## src/wake_sync_pkg.sv

```systemverilog
// Package for the wake-up enable and slow-clock synchronisation slice.
// Assumes a byte-wide register port from the die-to-die link, single clock.
package wake_sync_pkg;

    // ------------------------------------------------------------------
    // Address map
    // ------------------------------------------------------------------
    localparam logic [11:0] BLOCKING_BASE = 12'h200;
    localparam logic [11:0] NONBLOCKING_BASE = 12'h300;
    localparam logic [7:0] OFS_MILLISECOND_PRESCALER_HIGH = 8'h04;
    localparam logic [7:0] OFS_MILLISECOND_PRESCALER_LOW = 8'h05;
    localparam logic [7:0] OFS_WAKE_HIGH = 8'h06;
    localparam logic [7:0] OFS_WAKE_LOW = 8'h07;
    localparam logic [7:0] OFS_PFACTOR = 8'h08;
    localparam logic [7:0] OFS_WAKE_FLAGS = 8'h09;
    localparam logic [7:0] OFS_TRIM_HIGH = 8'h0e;
    localparam logic [7:0] OFS_TRIM_LOW = 8'h0f;

    // ------------------------------------------------------------------
    // Fields and reset values
    // ------------------------------------------------------------------
    localparam int LIFETIME_EN_BIT = 7;
    localparam int READY_BIT = 7;
    localparam logic [15:0] MILLISECOND_PRESCALER_RESET = 16'h7d00;
    localparam logic [12:0] SLOW_MILLISECOND_PRESCALER_INIT = 13'h0200;
    localparam logic [7:0] BYTE_ZERO = 8'h00;
    localparam logic [1:0] PFACTOR_RESET = 2'h0;

    // Cycles the slow divider must run before the value is accepted.
    localparam int SYNC_CYCLES_DEFAULT = 64;

    // Wake-up enables, one per source, in high-byte bit order.
    typedef struct packed {
        logic wake_on_charge_count_en;
        logic wake_on_current_limit_en;
        logic wake_on_recal_request_en;
        logic wake_on_bus_activity_en;
        logic [3:0] wake_on_input_en;
    } wake_high_t;

    typedef struct packed {
        logic wr;
        logic rd;
        logic blocking;
        logic [11:0] addr;
        logic [7:0] wdata;
    } reg_req_t;

    typedef enum logic [2:0] {
        SYNC_IDLE = 3'b001,
        SYNC_RUN = 3'b010,
        SYNC_DONE = 3'b100
    } sync_state_t;

endpackage

```

## src/wake_sync.sv

```systemverilog
// Wake-up enable registers, wake flags and slow-clock prescaler sync.
// Assumes the link delivers single-cycle byte requests synchronous to
// ref_clk and that wake events and low_power_mode are synchronous too.
`timescale 1ns/10ps
`default_nettype none
module wake_sync
    import wake_sync_pkg::*;
#(
    parameter int SYNC_CYCLES = SYNC_CYCLES_DEFAULT
) (
    input wire logic ref_clk,
    input wire logic rstn,
    input wire reg_req_t req,
    output logic [7:0] rdata,
    output logic ack,
    input wire logic low_power_mode,
    input wire logic [8:0] wake_event,
    input wire logic [12:0] measured_prescaler,
    output logic wake_request,
    output logic lifetime_clk_en,
    output logic timer_clk_en,
    output logic trigger_clk_en,
    output logic [15:0] millisecond_prescaler,
    output logic [1:0] prescaler_factor
);

    // The sync counter is 13 bits wide but only up to 4096 cycles are allowed, and a zero count
    // would wrap the end of a sync to count 8191, so both are refused here.
    if (SYNC_CYCLES < 1 || SYNC_CYCLES > 4096) begin : gen_bad_sync_cycles
        $error("SYNC_CYCLES out of range");
    end

    // ------------------------------------------------------------------
    // Decode
    // ------------------------------------------------------------------
    logic hit;
    logic [7:0] ofs;
    logic wr_hit;
    logic [11:0] base_sel;
    assign base_sel = req.blocking ? BLOCKING_BASE : NONBLOCKING_BASE;
    assign hit = (req.addr[11:8] == base_sel[11:8]);
    assign ofs = req.addr[7:0];
    assign wr_hit = req.wr && hit;
    assign ack = (req.wr || req.rd) && hit;

    wake_high_t wake_high_reg;
    logic wake_low_reg;
    logic [15:0] millisecond_prescaler_reg;
    logic [7:0] millisecond_prescaler_hold_reg;
    logic [1:0] pfactor_reg;
    logic [8:0] flags_reg;
    logic [12:0] slow_value_reg;
    logic ready_reg;
    sync_state_t state_reg;
    logic [12:0] sync_cnt_reg;
    logic [12:0] div_cnt_reg;
    logic changed;
    logic [8:0] enables;
    logic [8:0] hits;

    always_ff @(posedge ref_clk or negedge rstn) begin
        if (!rstn) begin
            wake_high_reg <= '0;
            wake_low_reg <= 1'b0;
        end else if (wr_hit && ofs == OFS_WAKE_HIGH) begin
            wake_high_reg <= req.wdata;
        end else if (wr_hit && ofs == OFS_WAKE_LOW) begin
            wake_low_reg <= req.wdata[LIFETIME_EN_BIT];
        end
    end

    // The high byte is held until the low byte lands, so the divider never
    // sees a half-updated word.
    // whole-word prescaler update
    always_ff @(posedge ref_clk or negedge rstn) begin
        if (!rstn) begin
            millisecond_prescaler_reg <= MILLISECOND_PRESCALER_RESET;
            millisecond_prescaler_hold_reg <= MILLISECOND_PRESCALER_RESET[15:8];
        end else if (wr_hit && ofs == OFS_MILLISECOND_PRESCALER_HIGH) begin
            millisecond_prescaler_hold_reg <= req.wdata;
        end else if (wr_hit && ofs == OFS_MILLISECOND_PRESCALER_LOW) begin
            millisecond_prescaler_reg <= {millisecond_prescaler_hold_reg, req.wdata};
        end
    end

    always_ff @(posedge ref_clk or negedge rstn) begin
        if (!rstn) begin
            pfactor_reg <= PFACTOR_RESET;
        end else if (wr_hit && ofs == OFS_PFACTOR) begin
            pfactor_reg <= req.wdata[1:0];
        end
    end

    assign millisecond_prescaler = millisecond_prescaler_reg;
    assign prescaler_factor = pfactor_reg;

    // ------------------------------------------------------------------
    // Wake logic
    // ------------------------------------------------------------------
    // enable gating
    assign enables = {wake_low_reg, wake_high_reg};
    assign hits = wake_event & enables & {9{low_power_mode}};
    assign wake_request = |hits;

    always_ff @(posedge ref_clk or negedge rstn) begin
        if (!rstn) begin
            flags_reg <= '0;
        end else if (wr_hit && ofs == OFS_WAKE_FLAGS) begin
            flags_reg <= (flags_reg & ~{1'b0, req.wdata}) | hits;
        end else begin
            flags_reg <= flags_reg | hits;
        end
    end

    // ------------------------------------------------------------------
    // Slow prescaler synchronisation
    // ------------------------------------------------------------------
    // change restarts sync
    assign changed = wr_hit && (ofs == OFS_MILLISECOND_PRESCALER_LOW || ofs == OFS_PFACTOR);

    always_ff @(posedge ref_clk or negedge rstn) begin
        if (!rstn) begin
            state_reg <= SYNC_IDLE;
            sync_cnt_reg <= '0;
            ready_reg <= 1'b0;
        end else if (changed) begin
            state_reg <= SYNC_RUN;
            sync_cnt_reg <= '0;
            ready_reg <= 1'b0;
        end else begin
            unique case (state_reg)
                SYNC_IDLE: begin
                    state_reg <= SYNC_RUN;
                end
                SYNC_RUN: begin
                    if (sync_cnt_reg == 13'(SYNC_CYCLES - 1)) begin
                        state_reg <= SYNC_DONE;
                        ready_reg <= 1'b1;
                    end else begin
                        sync_cnt_reg <= sync_cnt_reg + 13'h0001;
                    end
                end
                SYNC_DONE: begin
                    ready_reg <= 1'b1;
                end
                default: begin
                    state_reg <= SYNC_IDLE;
                end
            endcase
        end
    end

    // Only the first sync uses the forced value; later restarts keep the
    // last accepted value so the lifetime counter does not jump meanwhile.
    // forced initial value
    always_ff @(posedge ref_clk or negedge rstn) begin
        if (!rstn) begin
            slow_value_reg <= SLOW_MILLISECOND_PRESCALER_INIT;
        end else if (state_reg == SYNC_RUN && sync_cnt_reg == 13'(SYNC_CYCLES - 1)
                     && !changed) begin
            slow_value_reg <= measured_prescaler;
        end
    end

    always_ff @(posedge ref_clk or negedge rstn) begin
        if (!rstn) begin
            div_cnt_reg <= '0;
        end else if (div_cnt_reg >= slow_value_reg) begin
            div_cnt_reg <= '0;
        end else begin
            div_cnt_reg <= div_cnt_reg + 13'h0001;
        end
    end

    logic tick;
    assign tick = ready_reg && (div_cnt_reg >= slow_value_reg);
    assign lifetime_clk_en = tick;
    assign timer_clk_en = tick && low_power_mode;
    assign trigger_clk_en = tick && low_power_mode;

    // ------------------------------------------------------------------
    // Read data
    // ------------------------------------------------------------------
    always_ff @(posedge ref_clk or negedge rstn) begin
        if (!rstn) begin
            rdata <= BYTE_ZERO;
        end else if (req.rd && hit) begin
            unique case (ofs)
                OFS_MILLISECOND_PRESCALER_HIGH: rdata <= millisecond_prescaler_reg[15:8];
                OFS_MILLISECOND_PRESCALER_LOW: rdata <= millisecond_prescaler_reg[7:0];
                OFS_WAKE_HIGH: rdata <= wake_high_reg;
                OFS_WAKE_LOW: rdata <= {wake_low_reg, 7'h00};
                OFS_PFACTOR: rdata <= {6'h00, pfactor_reg};
                OFS_WAKE_FLAGS: rdata <= flags_reg[7:0];
                OFS_TRIM_HIGH: rdata <= {ready_reg, 2'h0, slow_value_reg[12:8]};
                OFS_TRIM_LOW: rdata <= slow_value_reg[7:0];
                default: rdata <= BYTE_ZERO;
            endcase
        end
    end

    // ------------------------------------------------------------------
    // Checks
    // ------------------------------------------------------------------
    // Helper for the initial-value check. It remembers that the first sync
    // has completed, after which a restart may keep an older value.
    logic first_sync_done_reg;
    always_ff @(posedge ref_clk or negedge rstn) begin
        if (!rstn) begin
            first_sync_done_reg <= 1'b0;
        end else if (ready_reg) begin
            first_sync_done_reg <= 1'b1;
        end
    end

    AST_CHARGE_WAKE: assert property (@(posedge ref_clk) disable iff (!rstn)
        (low_power_mode && wake_event[7] && !wake_high_reg.wake_on_charge_count_en)
        |-> !hits[7]) else $error("charge wake while disabled");
    AST_CURRENT_WAKE: assert property (@(posedge ref_clk) disable iff (!rstn)
        (low_power_mode && wake_event[6] && wake_high_reg.wake_on_current_limit_en)
        |-> wake_request) else $error("current wake missing");
    AST_RECAL_FLAG: assert property (@(posedge ref_clk) disable iff (!rstn)
        (hits[5]) |=> flags_reg[5]) else $error("recal flag not set");
    AST_BUS_WAKE: assert property (@(posedge ref_clk) disable iff (!rstn)
        (wake_event[4] && !wake_high_reg.wake_on_bus_activity_en) |-> !hits[4])
        else $error("bus wake while disabled");
    AST_LOW_ZERO: assert property (@(posedge ref_clk) disable iff (!rstn)
        (req.rd && hit && ofs == OFS_WAKE_LOW) |=> rdata[6:0] == 7'h00)
        else $error("low enable bits not zero");
    AST_READY_DROP: assert property (@(posedge ref_clk) disable iff (!rstn)
        changed |=> !ready_reg) else $error("ready did not drop");
    AST_READY_TIME: assert property (@(posedge ref_clk) disable iff (!rstn)
        $rose(ready_reg) |-> $past(state_reg) == SYNC_RUN)
        else $error("ready rose outside sync");
    AST_INIT_HELD: assert property (@(posedge ref_clk) disable iff (!rstn)
        (!first_sync_done_reg && !ready_reg) |-> slow_value_reg == SLOW_MILLISECOND_PRESCALER_INIT)
        else $error("initial value not held");
    AST_NO_FLAG_MASKED: assert property (@(posedge ref_clk) disable iff (!rstn)
        (!flags_reg[0] && !wake_high_reg.wake_on_input_en[0] && !wr_hit) |=> !flags_reg[0])
        else $error("masked source set flag");
    AST_TIMER_LP: assert property (@(posedge ref_clk) disable iff (!rstn)
        timer_clk_en |-> (low_power_mode && lifetime_clk_en))
        else $error("timer tick outside low power");
    // The following checks cover the register side (decode, stores and clears), then tick gating and the held sync value.
    AST_BASE_MISS: assert property (@(posedge ref_clk) disable iff (!rstn)
        (req.blocking && req.addr[11:8] != BLOCKING_BASE[11:8]) |-> !ack)
        else $error("ack on foreign base");
    AST_ENABLE_WRITE: assert property (@(posedge ref_clk) disable iff (!rstn)
        (wr_hit && ofs == OFS_WAKE_HIGH) |=> wake_high_reg == $past(req.wdata))
        else $error("enable byte not stored");
    AST_MILLISECOND_PRESCALER_HALF: assert property (@(posedge ref_clk) disable iff (!rstn)
        (wr_hit && ofs == OFS_MILLISECOND_PRESCALER_HIGH) |=> $stable(millisecond_prescaler_reg))
        else $error("prescaler changed on half word");
    AST_FLAG_CLEAR: assert property (@(posedge ref_clk) disable iff (!rstn)
        (wr_hit && ofs == OFS_WAKE_FLAGS && req.wdata[0] && !hits[0]) |=> !flags_reg[0])
        else $error("flag not cleared");
    AST_TICK_READY: assert property (@(posedge ref_clk) disable iff (!rstn)
        lifetime_clk_en |-> ready_reg)
        else $error("tick before sync");
    AST_TRIGGER_LP: assert property (@(posedge ref_clk) disable iff (!rstn)
        trigger_clk_en |-> low_power_mode)
        else $error("trigger tick outside low power");
    AST_VALUE_HELD: assert property (@(posedge ref_clk) disable iff (!rstn)
        (state_reg == SYNC_DONE && !changed) |=> $stable(slow_value_reg))
        else $error("value moved after sync");

    COV_WAKE: cover property (@(posedge ref_clk) disable iff (!rstn) wake_request);
    COV_SYNC: cover property (@(posedge ref_clk) disable iff (!rstn) $rose(ready_reg));
    COV_RESYNC: cover property (@(posedge ref_clk) disable iff (!rstn) ready_reg && changed);
    COV_CLEAR: cover property (@(posedge ref_clk) disable iff (!rstn)
        wr_hit && ofs == OFS_WAKE_FLAGS && |flags_reg);
    COV_LP_TICK: cover property (@(posedge ref_clk) disable iff (!rstn) timer_clk_en);

endmodule
`default_nettype wire

```

## config.mk

```make
export PLATFORM = sky130hd
export DESIGN_NAME = wake_sync
export DESIGN_NICKNAME = d
export VERILOG_FILES = /design/src/wake_sync_pkg.sv /design/src/wake_sync.sv
export SDC_FILE = /design/constraint.sdc
export NUM_CORES = 1
export LEC_CHECK = 0
export ABC_AREA = 1
export BUFFER_PORTS_ARGS = -buffer_cell sky130_fd_sc_hd__buf_2
export CAP_MARGIN = 30
export CORE_ASPECT_RATIO = 1.1
export CORE_MARGIN = 1
export CORE_UTILIZATION = 60
export DETAILED_ROUTE_END_ITERATION = 16
export GPL_ROUTABILITY_DRIVEN = 0
export GPL_TIMING_DRIVEN = 1
export PLACE_DENSITY = 0.83
export SYNTH_ARGS = -nofsm -noshare
export SYNTH_HDL_FRONTEND = slang
export SYNTH_SLANG_ARGS = --single-unit
```

## constraint.sdc

```tcl
create_clock -name ref_clk -period 5.3 [get_ports ref_clk]
set_input_delay 1.06 -clock ref_clk [delete_from_list [all_inputs] [get_ports ref_clk]]
set_output_delay 1.06 -clock ref_clk [all_outputs]
set_load 0.01 [all_outputs]
```

==> run metrics <==
status=completed; initial core utilization=0.621; Vias=4820; sequential area share after synthesis=0.454; vias in the first global route=4532; CP endpoint=timer_clk_en; CTS Hold Bufs=0; share of layout cells above drive strength 1=0.166; # DRC=0; Layout area overhead=11.5%; IO Count=79; crit end category=primary output; cell taking the most area after synthesis=dfrtp_1; number of flops mapped to enable cells by yosys=0; # rows=35; Wirelength per Cell=14.2 µm; clk_skew=0.0148 ns; initial antenna violation count=0; Yosys reg bits=94; IO buf count=78; fin crit share=0.673; DRT iter0 DRCs=385; Synth Area per Inst=7.55 µm²; Hold WC Path Type=flop to flop; TritonCTS Buffers=9; dpl hpwl=9040 µm; die span in y=99.9 µm; DIE AREA=9080 µm²; CTS Root Cell=clkbuf_8; GRT Util Overall=0.296; power density over the cells=316 nW/µm²; register clock-pin slew on the reported worst setup and hold paths=0.11 ns; flop-to-flop setup slack=3.22 ns; Synth top area share=0.383; Inserted Diodes=0; post-route setup TNS=0 ns; post-layout min period=3.57 ns; Reg2Reg Depth=8; first-pass GRT wire length=21200 µm; worst-margin pin slew=1.06 ns; Arrival @ worst endpoint=2.51 ns; worst slew margin relative to its limit=0.291; nets=824; RSZ-0062 raised after global routing=no; clk_lat worst skew=0.37 ns; Resized cells post-CTS=0; MaxCap Viol Count=0; pre-CTS setup slack=1.89 ns; drt via density=5.50; Distinct cells, synth=31; maximum vdd ir drop=0.204 mV; P_leak=3.13 nW; Setup WS post-layout=1.73 ns; clk sinks=94; fill count=699; Post-DRT Antenna Nets=0; largest net degree at the start of global routing=52; Ys Warns=0; fmax=280 MHz; clk buf depth=2; post-synthesis cell count=692; final setup vio count=0; TritonRoute pass-1 iters=5; Largest register FFs=16; post-CTS setup repair buffer count=0; largest cells by area after synthesis=dfrtp_1 (38%), nand2_1 (15%), nand3_1 (11%), dfstp_2 (7.0%), inv_1 (5.5%); syn_nets=755; crit start category=flop; critical path class=flop to primary output; CP Launch Point=slow_value_reg[9]; chip width=91.0 µm; core area=8410 µm²; Routed WL=12500 µm; WP data required=4.24 ns; GRT Residual Overflow=0; H-tree depth=3; CTS tree=done; async set or reset register ratio after synthesis=1.00; final hold vios=0; ys flop type=dfrtp_1; RR Startpoint=sync_cnt_reg[0]; RR Endpoint=sync_cnt_reg[5]; Post-Syn Area=5220 µm²; Final Max Slew Viols=0; Max FO, Critical Path=14
[kinds of logic after synthesis]
kind of cell    share of synthesized area
xor+xnor                           0.0285
compound gates                     0.0527
simple gates                        0.348
fa+ha+maj                          0.0359
buf+inv                            0.0814
flops                               0.454
[worst max-delay path: stages, from the launching register on]
cell and delay (ns):
dfstp_2 0.58, inv_1 0.06, ha_1 0.29, nand2_1 0.06, nor2_1 0.12, inv_1 0.06
nor2_1 0.10, nand2_1 0.07, nand3_1 0.40, nand2_1 0.13, nor2_1 0.13, buf_2 0.14
[layout make-up]
cell class / instances / area, µm² / area share
Multi-Input combinational cell: 499 / 2430 / 0.417
Sequential cell: 94 / 2370 / 0.407
Timing Repair Buffer: 79 / 400 / 0.0687
Inverter: 78 / 293 / 0.0503
Tap cell: 111 / 139 / 0.0238
Clock buffer: 10 / 138 / 0.0236
Clock inverter: 6 / 57.6 / 0.00988
[per-layer routing]
layer | wire (µm) | track usage
met1 | 5430 | 0.401
met4 | 344 | 0.133
met3 | 711 | 0.0318
met2 | 5990 | 0.485
met5 | 0 | 0
[synthesized netlist by cell type, types with 2 or more instances]
| cell | number |
|---|---|
| buf_6 | 3 |
| dfrtp_1 | 80 |
| buf_4 | 5 |
| ha_1 | 15 |
| xor2_1 | 13 |
| nor3_1 | 5 |
| a21oi_1 | 5 |
| o21ai_1 | 10 |
| o21ai_0 | 32 |
| nand3_2 | 2 |
| nand3_1 | 114 |
| nand4_1 | 9 |
| nor2_4 | 2 |
| nor3_2 | 2 |
| nand2_1 | 205 |
| buf_2 | 10 |
| xnor2_1 | 4 |
| nand2_2 | 5 |
| inv_1 | 77 |
| clkbuf_1 | 3 |
| dfstp_2 | 14 |
| nor2_1 | 68 |
[through the flow]
step           hold slack, ns  cell area (µm²)   util  cells  total power [mW]
6_report                0.480             5830  0.693    877              1.84
5_1_grt                 0.489             5830  0.693    877              1.95
4_1_cts                 0.481             5830  0.693    877              1.83
3_5_place_dp            0.465             5630  0.670    861              1.35
3_3_place_gp            0.460             5630  0.670    861              1.33
2_1_floorplan           0.450             5220      -    692              1.22
[how the worst min path moves through the flow]
| stage | startpoint | to | slack [ns] | cells past startpoint |
|---|---|---|---|---|
| global route | millisecond_prescaler[8] | millisecond_prescaler[8] | 0.49 | 2 |
| CTS | millisecond_prescaler[14] | millisecond_prescaler[14] | 0.48 | 2 |
| finish | millisecond_prescaler[14] | millisecond_prescaler[14] | 0.48 | 2 |
| global placement | rdata[0] | rdata[0] | 0.46 | 2 |
| detailed placement | millisecond_prescaler[14] | millisecond_prescaler[14] | 0.47 | 2 |
| floorplan | slow_value_reg[9] | slow_value_reg[9] | 0.45 | 2 |
[placed cells by master, fill, tap and decap left out, drive strengths merged]
cell type / count
dfrtp: 80
xnor2: 4
buf: 79
o21ai: 44
inv: 84
clkbuf: 10
nor2: 72
nand3b: 1
nor3b: 1
a21oi: 6
nor3: 7
ha: 15
dfstp: 14
nand2: 210
nand3: 116
a31oi: 1
xor2: 13
nand4: 9
[power by group]
group	switching (mW)	internal, mW	leakage (nW)
Sequential	0.0711	0.791	1.25
Combinational	0.326	0.162	1.77
Clock	0.290	0.197	0.102
(Power assumes the default switching activity.)
